--- src/hw/rstwd_pkg.sv ---
package rstwd_pkg;

	// System clock and watchdog oscillator
	localparam int unsigned CLK_HZ = 50_000_000;
	localparam int unsigned WDOG_OSC_HZ = 128_000;
	localparam int unsigned WDOG_TICK_CYCLES = CLK_HZ / WDOG_OSC_HZ;
	localparam int unsigned WDOG_BASE_TICKS = 2048;
	localparam logic [3:0] WDOG_SEL_MAX = 4'h9;
	localparam int unsigned WDOG_DIV_W = 9;
	localparam int unsigned WDOG_TICK_W = 21;

	// Reset stretch time and its cycle count, rounded up
	localparam int unsigned STARTUP_DELAY_NS = 1280;
	localparam int unsigned CLK_PERIOD_NS = 20;
	localparam int unsigned STARTUP_DELAY_CYCLES =
		(STARTUP_DELAY_NS + CLK_PERIOD_NS - 1) / CLK_PERIOD_NS;
	localparam int unsigned DELAY_W = 12;

	// Protected change window
	localparam logic [7:0] CCP_SIGNATURE = 8'hD8;
	localparam logic [2:0] CCP_WINDOW_CYCLES = 3'h4;

	// Register indices; byte address is four times the index
	localparam logic [5:0] IDX_WDOG_CTRL = 6'h31;
	localparam logic [5:0] IDX_SUPPLY_CTRL = 6'h32;
	localparam logic [5:0] IDX_RESET_CAUSE = 6'h3B;
	localparam logic [5:0] IDX_CCP = 6'h3C;

	// Field positions
	localparam int unsigned WDIF_BIT = 7;
	localparam int unsigned WDOG_IRQ_ENABLE_BIT = 6;
	localparam int unsigned WDP3_BIT = 5;
	localparam int unsigned WDE_BIT = 3;
	localparam int unsigned SUPPLY_LOW_FLAG_BIT = 7;
	localparam int unsigned SUPPLY_LOW_IRQ_EN_BIT = 6;
	localparam int unsigned WDOG_RESET_FLAG_BIT = 3;
	localparam int unsigned EXTRF_BIT = 1;
	localparam int unsigned POWERON_RESET_FLAG_BIT = 0;

	// Supply monitor level codes
	localparam logic [2:0] VLM_OFF = 3'h0;
	localparam logic [2:0] VLM_RST_LO = 3'h1;
	localparam logic [2:0] VLM_RST_HI = 3'h2;
	localparam logic [2:0] VLM_FLAG_LO = 3'h3;
	localparam logic [2:0] VLM_FLAG_HI = 3'h4;

	typedef enum logic [2:0] {
		S_POR,
		S_POR_COUNT,
		S_EXT,
		S_COUNT,
		S_RUN
	} rst_state_e;

	typedef struct packed {
		logic cyc;
		logic stb;
		logic we;
		logic [7:0] adr;
		logic [3:0] sel;
		logic [31:0] dat;
	} wb_req_s;

	typedef struct packed {
		logic ack;
		logic [31:0] dat;
	} wb_rsp_s;

	typedef struct packed {
		logic [WDOG_DIV_W-1:0] div;
		logic [WDOG_TICK_W-1:0] ticks;
		logic timeout;
	} wdog_cnt_s;

endpackage

--- src/hw/wdog_counter.sv ---
`timescale 1ns/1ns
`default_nettype none

// Watchdog period counter on a 128 kHz tick derived from the system clock
module wdog_counter
	import rstwd_pkg::*;
#(
	parameter int unsigned base_ticks = WDOG_BASE_TICKS
)(
	input wire logic clk, // System clock
	input wire logic srst, // Synchronous reset
	input wire logic clear, // Restart the period
	input wire logic [3:0] prescale_sel, // Period select
	output logic timeout // One-cycle expiry pulse
);

	wdog_cnt_s cur;
	wdog_cnt_s next_cur;
	logic [WDOG_TICK_W-1:0] last_tick;

	// Ticks in the selected period; reserved codes take the longest
	function automatic logic [WDOG_TICK_W-1:0] period_ticks(
		input logic [3:0] sel);
		logic [3:0] s;
		s = (sel > WDOG_SEL_MAX) ? WDOG_SEL_MAX : sel;
		return WDOG_TICK_W'(base_ticks << s);
	endfunction

	assign last_tick = period_ticks(prescale_sel) - WDOG_TICK_W'(1);

	// Divider and period count
	always_comb
	begin
		next_cur = cur;
		next_cur.timeout = 1'b0;
		if (clear)
		begin
			next_cur.div = '0;
			next_cur.ticks = '0;
		end
		else if (cur.div == WDOG_DIV_W'(WDOG_TICK_CYCLES - 1))
		begin
			next_cur.div = '0;
			if (cur.ticks >= last_tick)
			begin
				next_cur.ticks = '0;
				next_cur.timeout = 1'b1;
			end
			else
				next_cur.ticks = cur.ticks + WDOG_TICK_W'(1);
		end
		else
			next_cur.div = cur.div + WDOG_DIV_W'(1);
	end

	always_ff @(posedge clk)
	begin
		if (srst)
			cur <= '0;
		else
			cur <= next_cur;
	end

	assign timeout = cur.timeout;
endmodule

`default_nettype wire

--- src/hw/reset_and_watchdog_control.sv ---
// Our own choices: the Wishbone interface to the registers and the register offsets.
`timescale 1ns/1ns
`default_nettype none

// What this block does
// - Any reset returns watchdog control, restarts core; supply control on power-on only
// - Power-on and pin hold ports at once, without clock
// - Delay counter stretches reset after sources
// - Three causes: power-on, pin, watchdog
// - Power-on reset reasserts immediately on drop
// - Supply-low flag with optional interrupt
// - Flag clears on level change, zero, recovery
// - Monitor reset holds, then power-up sequence
// - Power-on flag set after supply returns
// - Pin ignored during power-on count
// - Pin release waits for delay count
// - Watchdog reset pulse one cycle, then delay
// - Watchdog counts a 128 kHz tick
// - Restart, disable or reset clears watchdog
// - Ten periods; expiry resets the device
// - Watchdog may interrupt instead of reset at level one
// - Fuse picks safety level one or two
// - Level one disable needs signature window
// - Level two: enable reads one, period protected
// - Watchdog reset flag forces enable on
// - Codes zero to nine double the period
// - Enable bits pick stop, irq, reset, both at level one; level two always resets
module reset_and_watchdog_control
	import rstwd_pkg::*;
#(
	parameter int unsigned wdog_base_ticks = WDOG_BASE_TICKS
)(
	input wire logic clk, // System clock
	input wire logic srst, // Synchronous reset
	input wire wb_req_s wb_req, // Wishbone request
	output wb_rsp_s wb_rsp, // Wishbone answer
	input wire logic por_active, // Supply below power-on level
	input wire logic ext_reset_n, // External reset pin
	input wire logic supply_below, // Supply below monitor level
	input wire logic wdog_always_on_fuse, // 0 programmed, 1 not
	input wire logic wdog_restart, // Watchdog restart instruction
	input wire logic wdog_irq_ack, // Watchdog vector taken
	output logic core_reset, // Internal reset to the core
	output logic port_reset, // Immediate port reset
	output logic [2:0] supply_monitor_level, // Level to comparator
	output logic supply_low_irq, // Supply-low interrupt pulse
	output logic wdog_irq // Watchdog interrupt request
);

	typedef struct packed {
		rst_state_e state;
		logic [DELAY_W-1:0] delay_cnt;
		logic por_seen;
		logic wdog_pulse;
		logic core_reset;
		wb_rsp_s rsp;
		logic wdif;
		logic wdog_irq_enable;
		logic wdog_reset_enable;
		logic [3:0] wdog_prescale_sel;
		logic [2:0] ccp_cnt;
		logic vlm_flag;
		logic vlm_ie;
		logic [2:0] vlm_level;
		logic vlm_irq;
		logic poweron_reset_flag;
		logic extrf;
		logic wdog_reset_flag;
		logic wdog_irq;
	} ctrl_s;

	ctrl_s cur;
	ctrl_s next_cur;
	logic req_hit;
	logic wr_go;
	logic [5:0] idx;
	logic [7:0] wd;
	logic vlm_rst;
	logic wde_eff;
	logic running;
	logic win;
	logic wd_reset;
	logic timeout;
	logic wdog_clear;
	logic delay_done;

	// Monitor level classes
	function automatic logic level_resets(input logic [2:0] lvl);
		return lvl == VLM_RST_LO || lvl == VLM_RST_HI;
	endfunction

	function automatic logic level_flags(input logic [2:0] lvl);
		return lvl == VLM_FLAG_LO || lvl == VLM_FLAG_HI;
	endfunction

	// Request decode and shared terms
	assign req_hit = wb_req.cyc && wb_req.stb && !cur.rsp.ack;
	assign wr_go = req_hit && wb_req.we && wb_req.sel[0] &&
		cur.state == S_RUN;
	assign idx = wb_req.adr[7:2];
	assign wd = wb_req.dat[7:0];
	assign vlm_rst = level_resets(cur.vlm_level) && supply_below;
	assign wde_eff = cur.wdog_reset_enable || cur.wdog_reset_flag || !wdog_always_on_fuse;
	assign running = wde_eff || cur.wdog_irq_enable;
	assign win = cur.ccp_cnt != 3'h0;
	assign delay_done =
		cur.delay_cnt == DELAY_W'(STARTUP_DELAY_CYCLES - 1);
	// clear on restart, stop or reset
	assign wdog_clear = wdog_restart || !running || cur.core_reset;

	wdog_counter #(
		.base_ticks(wdog_base_ticks)
	) u_wdog (
		.clk(clk),
		.srst(srst),
		.clear(wdog_clear),
		.prescale_sel(cur.wdog_prescale_sel),
		.timeout(timeout)
	);

	// Register read data
	function automatic logic [7:0] rd_mux(input logic [5:0] i,
		input ctrl_s c, input logic fuse);
		logic [7:0] r;
		r = 8'h00;
		case (i)
			IDX_WDOG_CTRL:
			begin
				r[WDIF_BIT] = c.wdif;
				r[WDOG_IRQ_ENABLE_BIT] = c.wdog_irq_enable;
				r[WDP3_BIT] = c.wdog_prescale_sel[3];
				r[WDE_BIT] = c.wdog_reset_enable || c.wdog_reset_flag || !fuse;
				r[2:0] = c.wdog_prescale_sel[2:0];
			end
			IDX_SUPPLY_CTRL:
			begin
				r[SUPPLY_LOW_FLAG_BIT] = c.vlm_flag;
				r[SUPPLY_LOW_IRQ_EN_BIT] = c.vlm_ie;
				r[2:0] = c.vlm_level;
			end
			IDX_RESET_CAUSE:
			begin
				r[WDOG_RESET_FLAG_BIT] = c.wdog_reset_flag;
				r[EXTRF_BIT] = c.extrf;
				r[POWERON_RESET_FLAG_BIT] = c.poweron_reset_flag;
			end
			default: r = 8'h00;
		endcase
		return r;
	endfunction

	// Next state of the whole block
	always_comb
	begin
		next_cur = cur;
		wd_reset = 1'b0;
		// Bus answer one cycle after the request
		next_cur.rsp.ack = req_hit;
		next_cur.rsp.dat = 32'h0000_0000;
		if (req_hit && !wb_req.we)
			next_cur.rsp.dat = {24'h00_0000,
				rd_mux(idx, cur, wdog_always_on_fuse)};
		if (win)
			next_cur.ccp_cnt = cur.ccp_cnt - 3'h1;
		if (wr_go && idx == IDX_CCP && wd == CCP_SIGNATURE)
			next_cur.ccp_cnt = CCP_WINDOW_CYCLES;
		// Watchdog control write
		if (wr_go && idx == IDX_WDOG_CTRL)
		begin
			next_cur.ccp_cnt = 3'h0;
			next_cur.wdog_irq_enable = wd[WDOG_IRQ_ENABLE_BIT];
			if (wd[WDIF_BIT])
				next_cur.wdif = 1'b0;
			if (wdog_always_on_fuse)
			begin
				next_cur.wdog_prescale_sel = {wd[WDP3_BIT], wd[2:0]};
				if (wd[WDE_BIT])
					next_cur.wdog_reset_enable = 1'b1;
				else if (win && !cur.wdog_reset_flag)
					next_cur.wdog_reset_enable = 1'b0;
			end
			else if (win)
				next_cur.wdog_prescale_sel = {wd[WDP3_BIT], wd[2:0]};
		end
		// Vector taken: clear flag; with reset enabled, drop to reset mode
		if (wdog_irq_ack)
		begin
			next_cur.wdif = 1'b0;
			if (wde_eff)
				next_cur.wdog_irq_enable = 1'b0;
		end
		if (timeout && cur.state == S_RUN)
		begin
			if (cur.wdog_irq_enable && wdog_always_on_fuse &&
				!(wde_eff && cur.wdif))
				next_cur.wdif = 1'b1;
			else if (wde_eff)
				wd_reset = 1'b1;
		end
		// Reset cause writes: zero clears a flag
		if (wr_go && idx == IDX_RESET_CAUSE)
		begin
			if (!wd[WDOG_RESET_FLAG_BIT])
				next_cur.wdog_reset_flag = 1'b0;
			if (!wd[EXTRF_BIT])
				next_cur.extrf = 1'b0;
			if (!wd[POWERON_RESET_FLAG_BIT])
				next_cur.poweron_reset_flag = 1'b0;
		end
		// Supply monitor control write
		if (wr_go && idx == IDX_SUPPLY_CTRL)
		begin
			next_cur.vlm_ie = wd[SUPPLY_LOW_IRQ_EN_BIT];
			if (wd[2:0] != cur.vlm_level || !wd[SUPPLY_LOW_FLAG_BIT])
				next_cur.vlm_flag = 1'b0;
			next_cur.vlm_level = wd[2:0];
		end
		if (!supply_below)
			next_cur.vlm_flag = 1'b0;
		next_cur.vlm_irq = 1'b0;
		if (supply_below && level_flags(cur.vlm_level))
		begin
			next_cur.vlm_flag = 1'b1;
			next_cur.vlm_irq = cur.vlm_ie && !cur.vlm_flag;
		end
		// Reset sequencer
		next_cur.wdog_pulse = 1'b0;
		case (cur.state)
			S_POR:
			begin
				if (!por_active && !vlm_rst)
				begin
					next_cur.state = S_POR_COUNT;
					next_cur.delay_cnt = '0;
					if (cur.por_seen)
						next_cur.poweron_reset_flag = 1'b1;
					next_cur.por_seen = 1'b0;
				end
			end
			S_POR_COUNT:
			begin
				if (delay_done)
				begin
					if (!ext_reset_n)
					begin
						next_cur.state = S_EXT;
						next_cur.extrf = 1'b1;
					end
					else
						next_cur.state = S_RUN;
				end
				else
					next_cur.delay_cnt = cur.delay_cnt + DELAY_W'(1);
			end
			S_EXT:
			begin
				if (ext_reset_n)
				begin
					next_cur.state = S_COUNT;
					next_cur.delay_cnt = '0;
				end
			end
			S_COUNT:
			begin
				if (!ext_reset_n)
					next_cur.state = S_EXT;
				else if (delay_done)
					next_cur.state = S_RUN;
				else if (!cur.wdog_pulse)
					next_cur.delay_cnt = cur.delay_cnt + DELAY_W'(1);
			end
			S_RUN:
			begin
				if (!ext_reset_n)
				begin
					next_cur.state = S_EXT;
					next_cur.extrf = 1'b1;
				end
				else if (wd_reset)
				begin
					next_cur.state = S_COUNT;
					next_cur.delay_cnt = '0;
					next_cur.wdog_pulse = 1'b1;
					next_cur.wdog_reset_flag = 1'b1;
				end
			end
			default: next_cur.state = S_POR;
		endcase
		if (por_active)
		begin
			next_cur.state = S_POR;
			next_cur.por_seen = 1'b1;
			next_cur.wdog_reset_flag = 1'b0;
			next_cur.extrf = 1'b0;
			next_cur.vlm_level = VLM_OFF;
			next_cur.vlm_ie = 1'b0;
			next_cur.vlm_flag = 1'b0;
		end
		else if (vlm_rst)
			next_cur.state = S_POR;
		next_cur.core_reset = next_cur.state != S_RUN;
		if (next_cur.core_reset)
		begin
			next_cur.wdif = 1'b0;
			next_cur.wdog_irq_enable = 1'b0;
			next_cur.wdog_reset_enable = 1'b0;
			next_cur.wdog_prescale_sel = 4'h0;
			next_cur.ccp_cnt = 3'h0;
		end
		if (next_cur.wdog_reset_flag)
			next_cur.wdog_reset_enable = 1'b1;
		next_cur.wdog_irq = next_cur.wdif && next_cur.wdog_irq_enable;
	end

	// State register
	always_ff @(posedge clk)
	begin
		if (srst)
		begin
			cur <= '0;
			cur.state <= S_POR;
			cur.core_reset <= 1'b1;
		end
		else
			cur <= next_cur;
	end

	assign wb_rsp = cur.rsp;
	assign core_reset = cur.core_reset;
	assign supply_monitor_level = cur.vlm_level;
	assign supply_low_irq = cur.vlm_irq;
	assign wdog_irq = cur.wdog_irq;
	assign port_reset = cur.core_reset || por_active || !ext_reset_n;
endmodule

`default_nettype wire

--- config.mk ---
export PLATFORM = sky130hd
export DESIGN_NAME = reset_and_watchdog_control
export DESIGN_NICKNAME = d
export VERILOG_FILES = /design/src/hw/rstwd_pkg.sv /design/src/hw/wdog_counter.sv /design/src/hw/reset_and_watchdog_control.sv
export SDC_FILE = /design/constraint.sdc
export NUM_CORES = 1
export LEC_CHECK = 0
export BUFFER_PORTS_ARGS = -buffer_cell sky130_fd_sc_hd__buf_2
export CAP_MARGIN = 20
export CORE_MARGIN = 3
export CORE_UTILIZATION = 50
export CTS_CLUSTER_DIAMETER = 100
export DETAILED_ROUTE_END_ITERATION = 6
export PLACE_DENSITY = 0.75
export SLEW_MARGIN = 0
export SYNTH_ARGS = -nofsm -noshare
export SYNTH_HDL_FRONTEND = slang
export SYNTH_SLANG_ARGS = --single-unit
--- constraint.sdc ---
create_clock -name clk -period 5.3 [get_ports clk]
set_clock_uncertainty 0.05 [all_clocks]
set_input_delay 0.265 -clock clk [delete_from_list [all_inputs] [get_ports clk]]
set_output_delay 0.265 -clock clk [all_outputs]
set_load 0.01 [all_outputs]
Word level (Yosys, flattened, before mapping)
Cells that the tools add are included.

Input bits: 55. Memory bits (writable): 0. Memories: 0. Logic and storage cells: 198. Bits in latches: 0. Register bits: 102. Output and inout port bits: 40. ROM bits: 0.

Equal/unequal tests: 27. Magnitude comparators: 2. $mul: 0. Reductions and logical operators: 68. Mux-type cells: 63. Divide/modulo/power cells: 0. $add $sub $neg: 5. Bitwise operators: 6. Shift-type cells: 1.

Operator list (count): $mux 12 (5); $pmux 12 s5 (1); $mux 1 (30); $mux 15 (2); $mux 3 (10); $eq 6x6->1 const B (4); $add 21x1->21 const B (1); $ge 21x21->1 (1); $logic_and 1x1->1 (21); $mux 21 (1); $shl 12x4->21 const A (1); $sub 21x1->21 const B (1); $mux 10 (2); $mux 16 (1); $ne 2x2->1 const B (8); $pmux 3 s5 (1); $reduce_or 3->1 (5); $add 12x1->12 const B (1); $eq 12x6->1 const B (1); $eq 3x2->1 const B (4); $mux 4 (3); $logic_not 1->1 (11); $logic_or 1x1->1 (10); $reduce_or 2->1 (5); other kinds (25) (42).

Logic depth before layout (Yosys ltp)
Depth after elaboration: 15. Mapped depth: 15.

Cells and area by module
A second synthesis with hierarchy kept.

Cell total of the unflattened synthesis: 524. Area, all modules: 4580.6 sq um.

By module, submodules not included: reset_and_watchdog_control (cells each 324, seq. area each 920.9 sq um, area an instance 2773.9 sq um, times used 1); wdog_counter (cells each 200, seq. area each 620.6 sq um, area an instance 1806.7 sq um, times used 1).

Least setup slack after synthesis
OpenSTA, ideal clock, no wires.

Kind: flip-flop to flip-flop. Start point: register cur[13] in the netlist's numbering. End point: register u_wdog.cur[11] in the netlist's numbering. Arrival: 3.205 ns. Buffers on the path: 1. Slack: 1.917 ns. Clock period less this slack: 3.383 ns. Cell stages (with the launch flop): 14. Path through: dfxtp_1 -> or2_2 -> or3_1 -> ha_1 -> nor3_1 -> a21o_1 -> a32oi_1 -> ha_1 -> nand4_1 -> o311ai_0 -> nor3_1 -> a21oi_1 -> clkbuf_1 -> nor2_1.

Word-level cells in the longest chain between the ends: 6.

RTL lines: start: declaration (RTL line reset_and_watchdog_control.sv:72) `ctrl_s cur;`; start signal: assignment (RTL line reset_and_watchdog_control.sv:325) `cur <= next_cur;`; $gt 4x4->1 (RTL line wdog_counter.sv:25) `s = (sel > WDOG_SEL_MAX) ? WDOG_SEL_MAX : sel;`; $mux 4 (*) (RTL line wdog_counter.sv:25); $shl 12x4->21 (*) (RTL line wdog_counter.sv:26) `return WDOG_TICK_W'(base_ticks << s);`; $sub 21x1->21 (*) (RTL line wdog_counter.sv:29) `assign last_tick = period_ticks(prescale_sel) - WDOG_TICK_W'(1);`; $ge 21x21->1 (*) (RTL line wdog_counter.sv:44) `if (cur.ticks >= last_tick)`; $mux 21 (*) (RTL line wdog_counter.sv:44); end signal: assignment (RTL line wdog_counter.sv:61) `cur <= next_cur;`; end: declaration (RTL line wdog_counter.sv:17) `wdog_cnt_s cur;`.

Every way passes the cells marked *; elsewhere a longest branch is shown, timed or not. A chain may end at the register's enable or synchronous reset.

Final worst setup path
Start point: register cur[13] in the netlist's numbering. End point: register u_wdog.cur[1] in the netlist's numbering.

Same word-level chain as after synthesis.

==> run metrics <==
status completed; # IOs 95; setup TNS 0 ns; top cell type's share of synthesized area 0.371; pin count of the biggest net entering global routing 16; gr usage total 0.175; Worst Path Required 5.53 ns; filler instances 731; Die Area 9440 um2; Switch Pwr 0.252 mW; Port-buffer cells 40; Int Pwr 0.863 mW; Async SR Flop Fraction 0; post-layout min period 3.63 ns; register area share after synthesis 0.371; Final period util 0.685; post-cts resize count 0; number of flops mapped to enable cells by yosys 0; wire per inst 13.4 um; vias in the first global route 3170; core area 7890 um2; Post-DRT Antenna Nets 0; row count 32; Clock power frac 0.434; DRT iter0 DRCs 121; grt ovf 0; dominant synthesized flop cell dfxtp_1; DP Area 4260 um2; RSZ-0062 raised after global routing false; worst-path cell chain or2_2, or3_1, ha_1, nor3_1, a21o_1, a32oi_1, ha_1, a21o_1, nand3_1, o311ai_0, nor4_1, mux2_2; synthesized area per cell 8.43 um2; final count of negative-setup-slack endpoints 0; placed cell count 613; Flop pwr share 0.523; initial antenna violation count 0; worst path arrival time 3.86 ns; Synth area leader dfxtp_1; starting density of the core 0.527; synth warn 0; DR vias 3485; Final HPWL DP 6320 um; first-pass GRT wire length 14100 um; PD cells 249 nW/um2; CP Max Fanout 7; Die Wd 97.2 um; setup bufs post-CTS 0; combinational power share 0.043; Vias/cell 5.53; upper clock frequency limit 0.276 GHz; CTS tree done; cell area after layout 4480 um2; diodes inserted 0; Die Y-Extent 97.2 um; Hold/Removal Path Class in2reg; Post-Route WL 8430 um; CTS buffer count 9; Worst path top cell family by delay simple AND/OR/NAND/NOR gates; top cells by area, synth dfxtp_1 37%, buf_4 6.7%, nor2_1 5.3%; Critical Path Start Type register; worst-skew pair later-pin latency 0.34 ns; Final Non-Filler Cells 630; Syn Inst Count 493; clk sinks 77; hold_ws 0.131 ns; Layout area overhead 7.86%; FF+latch count, synth 77; Final nets 595; DRC 0; Slew HR 0.335; H-tree levels 3; Max stage delay cell, worst path nor4_1; global placer's final weighted congestion 0.857; post-synth design cell area 4150 um2; WP depth 12; clk root buf clkbuf_8; Hold Path Cell Cnt 3; Clock Path Buffers 2; critical path's largest stage delay 0.89 ns; Leak 1.66 nW; Buf+Inv Stages, Crit Path 0; fraction of layout cells with a size suffix above 1 0.131; Max-Cap Viols 0; Synth cell types 58; Max VDD drop 0.210 mV; Post-CTS Hold Buffers 0; total power 1.12 mW; Net Sw Frac 0.226; Clock transition at path regs 0.08 ns; drt pass-1 iters 5; Worst Setup End Kind register; R2R cell count 12; Worst-Margin Slew 0.989 ns; Max Slew Vio Count 0; Hold Violations, Final 0; critical path class reg2reg
-- metrics by stage --
stage | setup WS (ns) | util
after floorplan | 1.92 | -
after global placement | 1.82 | 0.539
after detailed placement | 1.78 | 0.540
after CTS | 1.74 | 0.567
after global routing | 1.51 | 0.568
final | 1.67 | 0.568
-- flip-flops by register name, indices dropped and copies added (netlist names) --
register and count:
u_wdog.timeout 1, supply_monitor_level 3, core_reset 1, supply_low_irq 1, wb_rsp 8, u_wdog.cur 30
wdog_irq 1, cur 32
-- kinds of logic after synthesis --
kind of cell             after synthesis  share of synthesized area
XOR/XNOR                              33                     0.0696
adder cells (fa/ha/maj)               17                     0.0512
buffers and inverters                 58                     0.0886
flip-flops                            77                      0.371
multiplexers                           7                     0.0172
AND/OR/NAND/NOR                      222                      0.277
AO/OA/AOI/OAI                         77                      0.124
other                                  2                    0.00181
-- area by class of cell --
cell class | instances | area (um2) | share of cell area
Clock buffer | 9 | 124 | 0.0276
Timing Repair Buffer | 43 | 220 | 0.0491
Sequential cell | 77 | 1540 | 0.344
Clock inverter | 7 | 95.1 | 0.0212
Tap cell | 102 | 128 | 0.0285
Inverter | 10 | 37.5 | 0.00838
Multi-Input combinational cell | 382 | 2330 | 0.521
-- metal layers --
metal / GRT usage / up-vias / wire [um]
li1: - / 1756 / -
met1: 0.223 / 1624 / 3820
met2: 0.290 / 97 / 4040
met3: 0.0488 / 8 / 494
met4: 0.0508 / 0 / 70
met5: 0 / - / 0
-- cell usage after synthesis (all sizes together), types with 2 or more instances --
cell and count:
dfxtp 77, nor2 59, buf 41, nand2 39
nand3 32, a21oi 29, xor2 22, ha 17
nor3 13, o21ai 13, nand4 12, xnor2 11
inv 10, and3 9, nor4 9, and2 8
clkbuf 7, mux2i 6, o31ai 6, or3 6
or4 6, nand3b 5, nor2b 5, a221o 4
a22oi 4, a211oi 3, a21o 3, nand4b 3
nor4b 3, or2 3, a222oi 2, a311oi 2
a32oi 2, conb 2, nand2b 2, nor3b 2
o21a 2, or4b 2
-- worst min-delay path, cell delays in order --
cell,delay [ns]
buf_2,0.09
mux2i_1,0.06
nor2_1,0.08
-- power groups by stage --
stage	Combinational, mW	Sequential [mW]	Clock [mW]
floorplan	0.0438	0.595	0
global placement	0.0458	0.596	0
detailed placement	0.0474	0.597	0
CTS	0.0476	0.583	0.499
global route	0.0535	0.583	0.524
finish	0.0485	0.583	0.484
-- placed cells by master (no fill, tap or decap), drive strengths merged, types with 2 or more instances in the layout --
| cell type | netlist | final |
|---|---|---|
| a211oi | 3 | 3 |
| a21o | 3 | 3 |
| a21oi | 29 | 29 |
| a221o | 4 | 4 |
| a222oi | 2 | 2 |
| a22oi | 4 | 4 |
| a311oi | 2 | 2 |
| a32oi | 2 | 2 |
| and2 | 8 | 8 |
| and3 | 9 | 9 |
| buf | 41 | 43 |
| bufinv | 0 | 2 |
| clkbuf | 7 | 9 |
| clkinv | 0 | 2 |
| conb | 2 | 26 |
| dfxtp | 77 | 77 |
| ha | 17 | 17 |
| inv | 10 | 12 |
| mux2i | 6 | 6 |
| nand2 | 39 | 39 |
| nand2b | 2 | 2 |
| nand3 | 32 | 32 |
| nand3b | 5 | 5 |
| nand4 | 12 | 12 |
| nand4b | 3 | 3 |
| nor2 | 59 | 59 |
| nor2b | 5 | 5 |
| nor3 | 13 | 13 |
| nor3b | 2 | 2 |
| nor4 | 9 | 9 |
| nor4b | 3 | 3 |
| o21a | 2 | 2 |
| o21ai | 13 | 13 |
| o31ai | 6 | 6 |
| or2 | 3 | 3 |
| or3 | 6 | 6 |
| or4 | 6 | 6 |
| or4b | 2 | 2 |
| xnor2 | 11 | 11 |
| xor2 | 22 | 22 |
-- path summary, 6_finish.rpt --
check                       startpoint                          to  slack [ns]
setup / recovery  cur[13]$_SDFFE_PP0P_  u_wdog.cur[1]$_SDFFE_PP0N_        1.67
hold / removal               wb_req[5]        cur[16]$_SDFFE_PP0P_        0.13
setup reg to reg  cur[13]$_SDFFE_PP0P_  u_wdog.cur[1]$_SDFFE_PP0N_        1.67
hold reg to reg    cur[9]$_SDFFE_PP0P_   supply_low_irq$_SDFF_PP0_        0.43
Power figures use the tool's default switching activity.
